==> config.mk <==
export PLATFORM = sky130hd
export DESIGN_NAME = apw_top
export DESIGN_NICKNAME = d
export VERILOG_FILES = /design/src/apw_pkg.sv /design/src/apw_top.sv
export SDC_FILE = /design/constraint.sdc
export NUM_CORES = 1
export LEC_CHECK = 0
export BUFFER_PORTS_ARGS = -buffer_cell sky130_fd_sc_hd__buf_4
export CAP_MARGIN = 0
export CORE_ASPECT_RATIO = 1.4
export CORE_MARGIN = 2
export CORE_UTILIZATION = 51
export CTS_BUF_LIST = sky130_fd_sc_hd__clkbuf_8
export DETAILED_ROUTE_END_ITERATION = 7
export PLACE_DENSITY = 0.65
export SYNTH_ARGS = -nofsm -noshare
export SYNTH_HDL_FRONTEND = slang
export SYNTH_SLANG_ARGS = --single-unit
==> constraint.sdc <==
create_clock -name pclk -period 6.6 [get_ports pclk]
set_input_delay 0.99 -clock pclk [delete_from_list [all_inputs] [get_ports pclk]]
set_output_delay 0.99 -clock pclk [all_outputs]
set_load 0.02 [all_outputs]
==> src/apw_pkg.sv <==
// Purpose: shared constants for the standby power and wake controller
// Assumes: 40 MHz pclk, register index n sits at byte address 4*n
// Notes: register indices, field positions, reset values, timing
package apw_pkg;
	localparam int unsigned PCLK_HZ = 40_000_000;
	// resume reset hold-off, least figure taken so it rounds up
	localparam int unsigned RSM_DELAY_MS = 100;
	localparam int unsigned RSM_DELAY_CYC = RSM_DELAY_MS * (PCLK_HZ / 1000);
	// wake pulse on the power button output
	localparam int unsigned WAKE_PULSE_US = 1000;
	localparam int unsigned WAKE_PULSE_CYC =
		WAKE_PULSE_US * (PCLK_HZ / 1_000_000);
	localparam int unsigned CNT_W = 23;
	localparam int unsigned PULSE_W = 16;
	localparam int unsigned ADDR_W = 10;

	// register indices
	localparam logic [7:0] IDX_WAKE_CTL = 8'he0;
	localparam logic [7:0] IDX_PW_INDEX = 8'he1;
	localparam logic [7:0] IDX_PW_DATA = 8'he2;
	localparam logic [7:0] IDX_LOSS_POL = 8'he4;
	localparam logic [7:0] IDX_MISC_CTL = 8'he6;
	localparam logic [7:0] IDX_STATUS = 8'he8;

	// wake control fields
	localparam int unsigned WC_KBD_EN = 6;
	localparam int unsigned WC_MOUSE_EN = 5;
	localparam int unsigned WC_BTN_SEL = 4;
	localparam int unsigned WC_CLICK_SEL = 1;
	localparam int unsigned WC_ANY_KEY = 0;
	// power loss policy field
	localparam int unsigned PL_POLICY_LSB = 5;
	localparam logic [1:0] POL_OFF = 2'h0;
	localparam logic [1:0] POL_ON = 2'h1;
	localparam logic [1:0] POL_PREV = 2'h2;
	localparam logic [1:0] POL_USER = 2'h3;
	// misc control fields
	localparam int unsigned MC_ANY_EVT = 7;
	localparam int unsigned MC_USER_PREV = 4;
	// status fields
	localparam int unsigned ST_PREV_ON = 0;
	localparam int unsigned ST_RSM_DONE = 1;
	localparam int unsigned ST_PULSE = 2;

	localparam logic [7:0] WAKE_CTL_RST = 8'h01;
	localparam logic [7:0] LOSS_POL_RST = 8'h00;
	localparam logic [7:0] MISC_CTL_RST = 8'h00;
	localparam logic [7:0] PW_INDEX_RST = 8'h00;

	// password stores: three of fifteen bytes
	localparam int unsigned PW_STORES = 3;
	localparam int unsigned PW_LEN = 15;
	localparam int unsigned PW_BYTES = PW_STORES * PW_LEN;
	localparam logic [3:0] PW_BANK0 = 4'h0;
	localparam logic [3:0] PW_BANK1 = 4'h3;
	localparam logic [3:0] PW_BANK2 = 4'h4;
	localparam logic [3:0] PW_LAST_LO = 4'he;
	localparam logic [7:0] BREAK_PREFIX = 8'hf0;
	typedef logic [PW_BYTES-1:0][7:0] apw_pw_t;

	typedef enum logic [3:0] {
		S_DOWN = 4'b0001,
		S_DELAY = 4'b0010,
		S_RESTORE = 4'b0100,
		S_RUN = 4'b1000
	} apw_state_t;
endpackage : apw_pkg

==> src/apw_top.sv <==
// Purpose: standby power sequencing, power loss restore, key/mouse wake
// Assumes: all inputs synchronous to pclk; supply detectors are inputs
// Notes: APB slave, one wait state on every access while clk_en stays high
`timescale 1ns/10ps

// What this block does
// - button output follows low button input
// - policy 00 leaves system off
// - policy 01 always turns system on
// - policy 10 restores recorded prior state
// - main supply drop records sleep input
// - policy 11 uses software state bit
// - enabled wake event pulses button low
// - keyboard wake only when enabled
// - any key or password match wakes
// - three indexed password stores via data
// - key is make, F0, make
// - mouse wake only when enabled
// - any-event mode: any or one click
// - specific button, one or two clicks
// - delay then release resume reset
// - standby loss drops resume reset
// - resume delay between 100 and 200 ms
module apw_top #(
	parameter logic [apw_pkg::CNT_W-1:0] RSM_CYCLES =
		apw_pkg::CNT_W'(apw_pkg::RSM_DELAY_CYC),
	parameter logic [apw_pkg::PULSE_W-1:0] WAKE_CYCLES =
		apw_pkg::PULSE_W'(apw_pkg::WAKE_PULSE_CYC)
) (
	input wire logic pclk,
	input wire logic presetn,
	input wire logic clk_en,
	input wire logic psel,
	input wire logic penable,
	input wire logic pwrite,
	input wire logic [apw_pkg::ADDR_W-1:0] paddr,
	input wire logic [31:0] pwdata,
	output logic [31:0] prdata,
	output logic pready,
	output logic pslverr,
	input wire logic power_button_in_n,
	output logic power_button_out_n,
	input wire logic sleep_state_in_n,
	output logic supply_on_out_n,
	output logic resume_reset_out_n,
	input wire logic standby_supply_valid,
	input wire logic standby_supply_low,
	input wire logic main_supply_low,
	input wire logic kbd_valid,
	input wire logic [7:0] kbd_byte,
	input wire logic mouse_valid,
	input wire logic mouse_left,
	input wire logic mouse_right,
	input wire logic mouse_moved
);
	typedef struct packed {
		apw_pkg::apw_state_t st;
		logic [apw_pkg::CNT_W-1:0] dly;
		logic [apw_pkg::PULSE_W-1:0] pulse;
		logic pulsing;
		logic prev_on;
		logic main_low_q;
		logic second_click;
		logic [apw_pkg::PW_STORES-1:0][3:0] pos;
		apw_pkg::apw_pw_t pw;
		logic [7:0] wake_ctl;
		logic [7:0] pw_index;
		logic [7:0] loss_pol;
		logic [7:0] misc_ctl;
		logic ack;
		logic [31:0] rdata;
		logic supply_n;
	} apw_regs_t;

	apw_regs_t s;
	apw_regs_t next_s;

	// {valid, slot}: maps a password index onto the flat byte array
	function automatic logic [6:0] pw_slot(input logic [7:0] idx);
		logic [1:0] bank;
		logic ok;
		bank = 2'h0;
		ok = idx[3:0] <= apw_pkg::PW_LAST_LO;
		case (idx[7:4])
			apw_pkg::PW_BANK0: bank = 2'h0;
			apw_pkg::PW_BANK1: bank = 2'h1;
			apw_pkg::PW_BANK2: bank = 2'h2;
			default: ok = 1'b0;
		endcase
		return {ok, 6'(bank * apw_pkg::PW_LEN + idx[3:0])};
	endfunction : pw_slot

	function automatic logic [7:0] pw_at(input apw_pkg::apw_pw_t a,
		input int unsigned i);
		if (i < apw_pkg::PW_BYTES) begin
			return a[i];
		end
		return 8'h00;
	endfunction : pw_at

	function automatic logic restore_on(input logic [1:0] pol,
		input logic prev_on, input logic user_off);
		case (pol)
			apw_pkg::POL_OFF: return 1'b0;
			apw_pkg::POL_ON: return 1'b1;
			apw_pkg::POL_PREV: return prev_on;
			apw_pkg::POL_USER: return ~user_off;
			default: return 1'b0;
		endcase
	endfunction : restore_on

	logic [7:0] idx;
	logic hit;
	logic wr;
	logic [6:0] slot;
	logic kbd_wake;
	logic mouse_wake;
	logic sys_off;
	logic [7:0] rd_val;

	assign idx = paddr[apw_pkg::ADDR_W-1:2];
	assign slot = pw_slot(s.pw_index);
	assign hit = idx == apw_pkg::IDX_WAKE_CTL ||
		idx == apw_pkg::IDX_PW_INDEX || idx == apw_pkg::IDX_PW_DATA ||
		idx == apw_pkg::IDX_LOSS_POL || idx == apw_pkg::IDX_MISC_CTL ||
		idx == apw_pkg::IDX_STATUS;
	assign wr = psel && penable && s.ack && pwrite && hit;
	// wake only while the system sleeps, else a key press would power off
	assign sys_off = ~sleep_state_in_n;

	// APB: one wait state; pready gated by clk_en so writes never get lost
	assign pready = psel && penable && s.ack && clk_en;
	assign pslverr = pready && !hit;
	assign prdata = s.rdata;

	always_comb begin
		rd_val = 8'h00;
		case (idx)
			apw_pkg::IDX_WAKE_CTL: rd_val = s.wake_ctl;
			apw_pkg::IDX_PW_INDEX: rd_val = s.pw_index;
			apw_pkg::IDX_PW_DATA: begin
				if (slot[6]) begin
					rd_val = pw_at(s.pw, int'(slot[5:0]));
				end
			end
			apw_pkg::IDX_LOSS_POL: rd_val = s.loss_pol;
			apw_pkg::IDX_MISC_CTL: rd_val = s.misc_ctl;
			apw_pkg::IDX_STATUS: begin
				rd_val[apw_pkg::ST_PREV_ON] = s.prev_on;
				rd_val[apw_pkg::ST_RSM_DONE] = s.st == apw_pkg::S_RUN;
				rd_val[apw_pkg::ST_PULSE] = s.pulsing;
			end
			default: rd_val = 8'h00;
		endcase
	end

	// password matcher: each store advances on an equal byte; a zero byte
	// or the store end completes it, so trailing zeros must be written
	always_comb begin
		logic [7:0] cur;
		logic [7:0] first;
		logic [7:0] nxt;
		logic [3:0] np;
		int unsigned base;
		kbd_wake = 1'b0;
		cur = 8'h00;
		first = 8'h00;
		nxt = 8'h00;
		np = 4'h0;
		base = 0;
		next_s = s;
		for (int k = 0; k < apw_pkg::PW_STORES; k++) begin
			base = k * apw_pkg::PW_LEN;
			cur = pw_at(s.pw, base + int'(s.pos[k]));
			first = pw_at(s.pw, base);
			if (kbd_valid) begin
				// make, break prefix, make all compared alike
				if (kbd_byte == cur && cur != 8'h00) begin
					np = s.pos[k] + 4'h1;
					nxt = pw_at(s.pw, base + int'(np));
					if (np == 4'(apw_pkg::PW_LEN) || nxt == 8'h00) begin
						kbd_wake = 1'b1;
						np = 4'h0;
					end
				end else if (kbd_byte == first && first != 8'h00) begin
					np = 4'h1;
				end else begin
					np = 4'h0;
				end
				next_s.pos[k] = np;
			end
		end
		if (s.wake_ctl[apw_pkg::WC_ANY_KEY]) begin
			kbd_wake = kbd_valid && kbd_byte != apw_pkg::BREAK_PREFIX;
		end
		kbd_wake = kbd_wake && s.wake_ctl[apw_pkg::WC_KBD_EN];

		// mouse event decode
		mouse_wake = 1'b0;
		if (mouse_valid) begin
			if (s.misc_ctl[apw_pkg::MC_ANY_EVT]) begin
				mouse_wake = mouse_left || mouse_right ||
					(mouse_moved && s.wake_ctl[apw_pkg::WC_CLICK_SEL]);
			end else if ((s.wake_ctl[apw_pkg::WC_BTN_SEL] ? mouse_right :
				mouse_left)) begin
				if (s.wake_ctl[apw_pkg::WC_CLICK_SEL]) begin
					mouse_wake = 1'b1;
				end else begin
					mouse_wake = s.second_click;
					next_s.second_click = ~s.second_click;
				end
			end else if (mouse_left || mouse_right) begin
				// other button breaks a double click in progress
				next_s.second_click = 1'b0;
			end
		end
		mouse_wake = mouse_wake && s.wake_ctl[apw_pkg::WC_MOUSE_EN];

		// register writes
		if (wr) begin
			case (idx)
				apw_pkg::IDX_WAKE_CTL: next_s.wake_ctl = pwdata[7:0];
				apw_pkg::IDX_PW_INDEX: next_s.pw_index = pwdata[7:0];
				apw_pkg::IDX_PW_DATA: begin
					if (slot[6]) begin
						next_s.pw[slot[5:0]] = pwdata[7:0];
					end
				end
				apw_pkg::IDX_LOSS_POL: next_s.loss_pol = pwdata[7:0];
				apw_pkg::IDX_MISC_CTL: next_s.misc_ctl = pwdata[7:0];
				default: next_s.wake_ctl = s.wake_ctl;
			endcase
		end
		if (psel && penable && !s.ack) begin
			next_s.rdata = {24'h000000, rd_val};
		end
		next_s.ack = psel && penable && !s.ack;

		// previous state caught on the main supply's falling edge
		next_s.main_low_q = main_supply_low;
		if (main_supply_low && !s.main_low_q) begin
			next_s.prev_on = sleep_state_in_n;
		end
		next_s.supply_n = ~sleep_state_in_n;

		// wake pulse timer
		if (s.pulsing) begin
			if (s.pulse == WAKE_CYCLES - 1'b1) begin
				next_s.pulsing = 1'b0;
				next_s.pulse = '0;
			end else begin
				next_s.pulse = s.pulse + 1'b1;
			end
		end

		// standby sequencer
		case (s.st)
			apw_pkg::S_DOWN: begin
				next_s.dly = '0;
				if (standby_supply_valid) begin
					next_s.st = apw_pkg::S_DELAY;
				end
			end
			apw_pkg::S_DELAY: begin
				if (s.dly == RSM_CYCLES - 1'b1) begin
					next_s.st = apw_pkg::S_RESTORE;
				end else begin
					next_s.dly = s.dly + 1'b1;
				end
			end
			apw_pkg::S_RESTORE: begin
				next_s.st = apw_pkg::S_RUN;
				if (restore_on(s.loss_pol[apw_pkg::PL_POLICY_LSB +: 2],
					s.prev_on, s.misc_ctl[apw_pkg::MC_USER_PREV])) begin
					next_s.pulsing = 1'b1;
					next_s.pulse = '0;
				end
			end
			apw_pkg::S_RUN: begin
				if ((kbd_wake || mouse_wake) && sys_off && !s.pulsing) begin
					next_s.pulsing = 1'b1;
					next_s.pulse = '0;
				end
			end
			default: next_s.st = apw_pkg::S_DOWN;
		endcase
		// standby loss overrides the sequencer and wake pulse and restarts the delay
		if (standby_supply_low) begin
			next_s.st = apw_pkg::S_DOWN;
			next_s.dly = '0;
			next_s.pulsing = 1'b0;
			next_s.pulse = '0;
		end
	end

	always_ff @(posedge pclk or negedge presetn) begin
		if (!presetn) begin
			s <= '{st: apw_pkg::S_DOWN, dly: '0, pulse: '0,
				pulsing: 1'b0, prev_on: 1'b0, main_low_q: 1'b0,
				second_click: 1'b0, pos: '0, pw: '0,
				wake_ctl: apw_pkg::WAKE_CTL_RST,
				pw_index: apw_pkg::PW_INDEX_RST,
				loss_pol: apw_pkg::LOSS_POL_RST,
				misc_ctl: apw_pkg::MISC_CTL_RST,
				ack: 1'b0, rdata: '0, supply_n: 1'b1};
		end else if (clk_en) begin
			s <= next_s;
		end
	end

	// pin outputs: button and resume reset combinational so the pass-through adds no lag; supply on is registered
	assign power_button_out_n = power_button_in_n && !s.pulsing;
	assign resume_reset_out_n = s.st == apw_pkg::S_RUN &&
		!standby_supply_low;
	assign supply_on_out_n = s.supply_n;
endmodule : apw_top

After elaboration in Yosys (flattened, before gate mapping) --
Cells that the tools add are included.
Operators by class: reduce and logical (&&, ||, !) cells 64, order comparisons 17, divide/modulo/power cells 0, add/sub/neg operators 10, multipliers 1, muxes and demuxes 98, bitwise gates (word level) 4, shift-type cells 0, eq/ne operators 32
Operators with widths (number):
- bitwise mux 360 bit | 1
- binary-select mux 8 bit (select 6 bit) | 5
- 2-to-1 mux 8 bit | 29
- binary-select mux 8 bit (select 4 bit) | 2
- 2-to-1 mux 17 bit | 3
- demux 8 bit (select 6 bit) | 1
- == test 8 bit | 6
- == test 8 bit (second input constant) | 6
- nonzero test 8 bit | 6
- one-hot mux 23 bit (2 select lines) | 1
- 2-to-1 mux 44 bit | 1
- 2-to-1 mux 1 bit | 39
- one-hot mux 17 bit (2 select lines) | 1
- 2-to-1 mux 4 bit | 8
- < comparator 6 x 7 -> 1 bit (second input constant) | 4
- one-hot mux 5 bit (5 select lines) | 1
- logical NOT 8 bit | 3
- adder 23 x 1 -> 23 bit (second input constant) | 1
- == test 23 x 22 -> 1 bit (second input constant) | 1
- logical AND 1 bit | 23
- 2-to-1 mux 23 bit | 1
- < comparator 6 bit (second input constant) | 3
- one-hot mux 3 bit (6 select lines) | 1
- adder 16 x 1 -> 16 bit (second input constant) | 1
- other kinds (37) | 78
Word-level totals: bits of input ports 66, bits in latches 0, word-level logic and storage cells 288, memories 0, ROM bits 0, output and inout bits 37, register bits after elaboration 461, RAM bits 0

Logic depth before layout (Yosys ltp) --
Gate-level depths: netlist of run 1.
word-level depth 30, gate-level depth with buffers 21

Least setup slack after synthesis of run 1 --
OpenSTA, ideal clock, no wires.
kind register to register, start point register s[430] (netlist name), end point register s[442] (netlist name), cell stages (with the launch flop) 18, arrival time 4.452 ns, clock period less this slack 4.573 ns, path slack 2.027 ns, cells stage by stage dfrtp_1 buf_4 buf_2 clkinv_1 clkbuf_1 ha_1 inv_2 buf_1 mux4_2 a22o_1 o31ai_1 xor2_1 nor4b_1 nand4b_1 o2111ai_2 a21oi_4 a21bo_1 a22o_1
On the way: word-level cells in the longest chain between the ends 25
RTL lines:
- start: declaration | RTL line apw_top.sv:75 | apw_regs_t s;
- start signal: assignment | RTL line apw_top.sv:298 | s <= '{st: apw_pkg::S_DOWN, dly: '0, pulse: '0,
- start signal: assignment | RTL line apw_top.sv:307 | s <= next_s;
- adder 4 x 1 -> 4 bit | RTL line apw_top.sv:179 | np = s.pos[k] + 4'h1;
- adder 4 x 4 -> 5 bit | RTL line apw_top.sv:180 | nxt = pw_at(s.pw, base + int'(np));
- < comparator 5 x 6 -> 1 bit | RTL line apw_top.sv:95 | if (i < apw_pkg::PW_BYTES) begin
- 2-to-1 mux 1 bit | RTL line apw_top.sv:95
- 2-to-1 mux 1 bit | RTL line apw_top.sv:178 | if (kbd_byte == cur && cur != 8'h00) begin
- 2-to-1 mux 1 bit | RTL line apw_top.sv:176 | if (kbd_valid) begin
- 2-to-1 mux 8 bit | RTL line apw_top.sv:98 | return 8'h00;
- 2-to-1 mux 8 bit | RTL line apw_top.sv:178
- [8 not listed]
- 2-to-1 mux 1 bit * | RTL line apw_top.sv:176
- 2-to-1 mux 1 bit * | RTL line apw_top.sv:193 | if (s.wake_ctl[apw_pkg::WC_ANY_KEY]) begin
- logical AND 1 bit * | RTL line apw_top.sv:196 | kbd_wake = kbd_wake && s.wake_ctl[apw_pkg::WC_KBD_EN];
- logical OR 1 bit * | RTL line apw_top.sv:280 | if ((kbd_wake || mouse_wake) && sys_off && !s.pulsing) begin
- logical AND 1 bit * (2 in a row) | RTL line apw_top.sv:280
- 2-to-1 mux 17 bit * | RTL line apw_top.sv:280
- one-hot mux 17 bit (2 select lines) * | RTL line apw_top.sv:257 | case (s.st)
- 2-to-1 mux 44 bit * | RTL line apw_top.sv:288 | if (standby_supply_low) begin
Mark *: on every way between the ends. The rest lies on a longest branch, timed or not. The select of a mux whose other input is x is not followed. A chain may end at the register's enable or synchronous reset.

Final worst setup path of run 1 --
start point register s[430] (netlist name), end point register s[446] (netlist name)
The elaborated chain is that of the path after synthesis.

==> results of run 1 <==
[metal layers]
layer / routed length (um) / GRT usage / part of all wire / vias up
li1: - / - / - / 10900
met1: 41900 / 0.452 / 0.34 / 13300
met2: 55100 / 0.618 / 0.45 / 2025
met3: 12500 / 0.109 / 0.10 / 697
met4: 11900 / 0.312 / 0.098 / 8
met5: 46 / 0 / 0.00038 / -
[cells by family after synthesis]
group | after synthesis | share of synthesized area
AO/OA/AOI/OAI | 597 | 0.133
XOR/XNOR | 67 | 0.0192
adder cells (fa/ha/maj) | 26 | 0.0116
buffers and inverters | 295 | 0.0478
flip-flops | 461 | 0.378
multiplexers | 673 | 0.292
other | 1 | 0.000123
AND/OR/NAND/NOR | 705 | 0.118
[synth_stat cells, drive strengths merged (14+ instances only)]
| library cell | count |
|---|---|
| o221ai | 16 |
| a21oi | 66 |
| a22o | 14 |
| a22oi | 31 |
| mux2 | 439 |
| nand2 | 148 |
| nor4 | 71 |
| clkbuf | 130 |
| ha | 22 |
| buf | 110 |
| o22ai | 159 |
| o41ai | 15 |
| a31oi | 23 |
| nand2b | 20 |
| mux4 | 130 |
| dfrtp | 458 |
| a211oi | 21 |
| a221oi | 15 |
| or4 | 29 |
| inv | 54 |
| nand4 | 25 |
| mux2i | 104 |
| nand3 | 50 |
| o21ai | 108 |
| nor2 | 165 |
| xor2 | 31 |
| or3 | 20 |
| xnor2 | 36 |
| nor3 | 94 |
| and3 | 16 |
[layout make-up]
cell class | instances | area share
Antenna cell | 5 | 0.000380
Clock buffer | 97 | 0.0405
Timing Repair Buffer | 121 | 0.0297
Tap cell | 756 | 0.0287
Multi-Input combinational cell | 2092 | 0.537
Sequential cell | 461 | 0.350
Clock inverter | 39 | 0.00714
Inverter | 55 | 0.00626
[registers in the layout, summed over array words and instances (netlist names)]
register,flops
s,452
prdata,8
supply_on_out_n,1
[stage by stage]
| stage | power, mW | instance area, um^2 |
|---|---|---|
| 5_1_grt | 6.04 | 33000 |
| 6_report | 5.86 | 33000 |
| 2_1_floorplan | 3.12 | 30600 |
| 3_5_place_dp | 3.26 | 31400 |
| 4_1_cts | 5.90 | 33000 |
| 3_3_place_gp | 3.24 | 31400 |
[report_power, final]
part / switching [mW] / internal (mW)
combinational: 0.233 / 0.0852
sequential: 0.0325 / 2.86
clock: 1.25 / 1.40
total: 1.52 / 4.34
[final timing paths]
check / from / end / slack, ps / cells past startpoint
setup / recovery: s[430]$_DFFE_PN0P_ / s[446]$_DFFE_PN0P_ / 990 / 13
hold / removal: presetn / s[162]$_DFFE_PN0P_ / 270 / 1
setup reg to reg: s[430]$_DFFE_PN0P_ / s[446]$_DFFE_PN0P_ / 990 / 13
hold reg to reg: supply_on_out_n$_DFFE_PN1P_ / supply_on_out_n$_DFFE_PN1P_ / 480 / 2
max in group asynchronous: presetn / s[259]$_DFFE_PN0P_ / 4910 / 2
min in group pclk: sleep_state_in_n / supply_on_out_n$_DFFE_PN1P_ / 430 / 2
[worst max-delay path: cells and delay by family (launching register included)]
family / cells / cell delay (ps)
buf+inv: 2 / 1060
flops: 1 / 370
fa+ha+maj: 1 / 620
simple gates: 4 / 960
mux: 1 / 690
compound gates: 5 / 1760
==> run summary, run 1 <==
non-filler instance count after layout: 3626
worst vdd ir: 0.164 mV
Final #Nets: 2900
PortBufs: 52
status: completed
Rows: 106
Final period util: 0.850
drt initial violations: 3406
ys async rst share: 1.00
FF+latch count, synth: 461
core area: 59500 um^2
root buf cell: clkbuf_8
die area: 61900 um^2
post-CTS sizing: 0
layout cells sized above 1: 0.293
num ports: 103
most frequent cells in the layout: 454 x dfrtp_1, 439 x mux2_2, 164 x nor2_1
Yosys warnings: 0
pre-CTS WS: 1190 ps
Reg clk slew, reported paths: 70 ps
Max clock buf depth: 3
Clock H-tree levels: 3
Pre-antenna DRT Iters: 6
Worst path most repeated cell: nand4b_1
sequential element share of the synthesized area: 0.378
Cell Area, Synth: 30600 um^2
grt total ovfl: 0
initial antenna violation count: 7
fmax: 0.178 GHz
hold slack: 272 ps
most common cell after layout, fill and taps aside: dfrtp_1
max-cap check violation count: 0
placed cells: 3485
DR WL/cell: 33.5 um
Post-synth EDFFs: 0
CP Capture Type: flop
Mean Syn Cell Area: 10.8 um^2
vias in the first global route: 26500
Setup TNS: 0 ps
slowest stage delay, CP: 690 ps
CP Cell Sequence: clkinv_1 > ha_2 > inv_2 > mux4_2 > a21o_1 > a222oi_1 > nand4b_1 > nor3_1 > nand4b_1 > o2111ai_2 > a21oi_4 > nand2_1 > o22ai_1
Crit-path slowest cell: mux4_2
Hold WC Path Type: input port to asynchronous set/reset pin
GRT Overall Usage: 0.393
Final Util: 0.554
fin crit period: 5610 ps
DRC viols: 0
clock sink count: 461
vias post-DR: 27000
area share of the largest cell type after synthesis: 0.375
largest net degree at the start of global routing: 149
CTS tree: done
Total Wirelength: 121000 um
RSZ-0062 raised after global routing: no
Worst Path Max Fanout: 20
Reg area: 11500 um^2
setup bufs post-CTS: 0
area delta synth->final: 7.90%
Clock Latency Late Sink: 740 ps
global-route wire length before repair: 179000 um
via-per-instance ratio: 7.43
CTS Hold Buffers Added: 0
Routability Congestion: 1.03
Arrival @ worst endpoint: 6250 ps
count of final hold-check violations: 0
Slew headroom: 0.227
required time worst endpoint: 7240 ps
P_leak: 14.5 nW
Die W: 211 um
P per Cell Area: 178 nW/um^2
worst slew pin tran: 1160 ps
Final WS setup: 992 ps
Fillers: 5106
Critical Path Start Type: flop
Synth Flop Type: dfrtp_1
worst setup path category: flop to flop
Die Y: 294 um
Synth cell types: 96
cells after synthesis: 2825
Starting Density: 0.513
# setup viols final: 0
Max Clock Skew: 39.2 ps
Routed Antenna Nets: 0
Synth area leader: dfrtp_1
CTS Buf Count: 77
Multi-input gate area: 17700 um^2
Synth area leaders: dfrtp_1 38%, mux2_2 16%, mux4_2 9.1%
DP HPWL: 82800 um
count of pins over their slew limit: 0
(Power assumes the default switching activity.)
==> run 2, diff against run 1 <==
==> constraint.sdc (replaced) <==
create_clock -name pclk -period 5.25 [get_ports pclk]
set_input_delay 0.7875 -clock pclk [delete_from_list [all_inputs] [get_ports pclk]]
set_output_delay 0.7875 -clock pclk [all_outputs]
set_load 0.02 [all_outputs]
==> run summary, run 2 (synthesis gave the netlist of run 1 again) <==
Die Y: 294 um (unchanged)
max reg flops: 452 (unchanged)
most common cell after layout, fill and taps aside: dfrtp_1
Largest Register: s
status: completed
via-per-instance ratio: 7.30 (-1.7%)
Clock Latency Late Sink: 740 ps (about the same)
CTS tree: done
root buf cell: clkbuf_8
Buffers & Inverters on Critical Path: 4 (+2)
clock sink count: 461 (unchanged)
required time worst endpoint: 5860 ps (-1380 ps)
fmax: 0.197 GHz (+10%)
Rows: 106 (unchanged)
area delta synth->final: 10.2%
Pre-antenna DRT Iters: 8 (+2)
Arrival @ worst endpoint: 5700 ps (-550 ps)
DP HPWL: 90100 um (+8.9%)
count of pins over their slew limit: 0 (unchanged)
num ports: 103 (unchanged)
vias in the first global route: 26700 (+0.68%)
worst vdd ir: 0.227 mV (+39%)
total power: 7.63 mW (+30%)
DRC viols: 0 (unchanged)
Critical Path Start Type: flop
worst slew pin tran: 1070 ps (-81.4 ps)
worst setup path category: flop to flop
Starting Density: 0.513 (unchanged)
CTS Buf Count: 79 (+2.6%)
Slew headroom: 0.279 (+0.0520)
Clock H-tree levels: 3 (unchanged)
Reg clk slew, reported paths: 60 ps (about the same)
drt initial violations: 3337 (-2.0%)
placed cells: 3548 (+1.8%)
# setup viols final: 0 (unchanged)
Max clock buf depth: 3 (unchanged)
vias post-DR: 27000 (+0.20%)
Routed Antenna Nets: 0 (unchanged)
non-filler instance count after layout: 3697 (+2.0%)
Die W: 211 um (unchanged)
grt total ovfl: 0 (unchanged)
Worst Path Max Fanout: 31 (+55%)
DR WL/cell: 34.5 um (+3.1%)
Max Clock Skew: 65.7 ps (+26.6 ps)
cell family with most CP delay: adder cells
Worst Reg-to-Reg Cells: 15 (+2)
CTS Hold Buffers Added: 0 (unchanged)
fin crit period: 5080 ps (-527 ps)
CP Cell Sequence: nor2_1 > nand3b_1 > fa_1 > inv_1 > ha_1 > fa_1 > inv_1 > nand2_2 > buf_12 > o22ai_1 > nor4_2 > buf_4 > mux4_2 > o221ai_1 > a32oi_1
P per Cell Area: 227 nW/um^2 (+27%)
largest net degree at the start of global routing: 119 (-20%)
Hold WC Path Type: input port to asynchronous set/reset pin
worst r2r src: s[55]$_DFFE_PN0P_
Final #Nets: 2965 (+2.2%)
max-cap check violation count: 0 (unchanged)
global-route wire length before repair: 186000 um (+3.9%)
RSZ-0062 raised after global routing: no
most frequent cells in the layout: 454 x dfrtp_1, 439 x mux2_2, 170 x buf_4
PortBufs: 52 (unchanged)
count of final hold-check violations: 0 (unchanged)
hold slack: 112 ps (-160 ps)
Setup TNS: 0 ps (unchanged)
Final Util: 0.566 (+0.0121)
Crit-path slowest cell: nor4_2
Final period util: 0.968 (+0.118)
die area: 61900 um^2 (unchanged)
CP Capture Type: flop
P_leak: 15.0 nW (+3.2%)
Fillers: 5168 (+1.2%)
initial antenna violation count: 5 (-2)
slowest stage delay, CP: 710 ps (+20 ps)
Total Wirelength: 128000 um (+5.1%)
R2R Setup Slk: 170 ps (-820 ps)
FF-to-FF End: prdata[2]$_DFFE_PN0P_
layout cells sized above 1: 0.310 (+0.0166)
core area: 59500 um^2 (unchanged)
Routability Congestion: 1.02 (-1.5%)
GRT Overall Usage: 0.414 (+0.0208)
run 2: layout make-up:
type | count | area (um^2) | area share
tap | 756 | 946 | 0.0281
multi-input combinational | 2092 | 17700 | 0.526
clock inverter | 41 | 289 | 0.00858
sequential | 461 | 11500 | 0.343
clock buffer | 104 | 1430 | 0.0425
antenna | 4 | 10.0 | 0.000297
inverter | 55 | 206 | 0.00613
timing repair buffer | 184 | 1550 | 0.0461
run 2: how the worst max path moves through the flow:
stage                                  start                    end  slack, ps  cells after the start
after global routing      s[430]$_DFFE_PN0P_     s[444]$_DFFE_PN0P_         20                     14
final                      s[55]$_DFFE_PN0P_  prdata[2]$_DFFE_PN0P_        170                     15
after CTS                  s[55]$_DFFE_PN0P_  prdata[6]$_DFFE_PN0P_        310                     17
after floorplan           s[430]$_DFFE_PN0P_     s[442]$_DFFE_PN0P_        680                     17
after global placement     s[55]$_DFFE_PN0P_  prdata[2]$_DFFE_PN0P_        350                     15
after detailed placement   s[55]$_DFFE_PN0P_  prdata[2]$_DFFE_PN0P_        310                     15
run 2: timing repair:
action	CTS	global route
setup endpoints to repair	0	2
gates resized for setup	0	2
setup buffers	0	0
endpoints found under the hold margin	0	0
run 2: metrics by stage:
step,setup slack (ps),cell area (um^2)
after detailed placement,307,31900
after global placement,350,31900
after CTS,309,33700
final,169,33700
after global routing,21.8,33700
after floorplan,677,30600
run 2: per-layer routing:
layer,global-route usage,part of all wire
met3,0.0895,0.085
met1,0.472,0.35
met5,0,0.000094
met4,0.337,0.098
met2,0.670,0.47
run 2: worst register-to-register path, stage by stage (launching register included):
cell and delay [ps]:
dfrtp_1 430, nor2_1 160, nand3b_1 270, fa_1 600, inv_1 40, ha_1 210
fa_1 640, inv_1 290, nand2_2 220, buf_12 230, o22ai_1 200, nor4_2 710
buf_4 220, mux4_2 270, o221ai_1 260, a32oi_1 280
run 2: where the power goes:
group / internal (mW) / switching [mW] / leakage, nW / total [mW]
combinational: 0.109 / 0.301 / 7.63 / 0.410
clock: 1.97 / 1.62 / 0.975 / 3.59
sequential: 3.59 / 0.0440 / 6.38 / 3.63
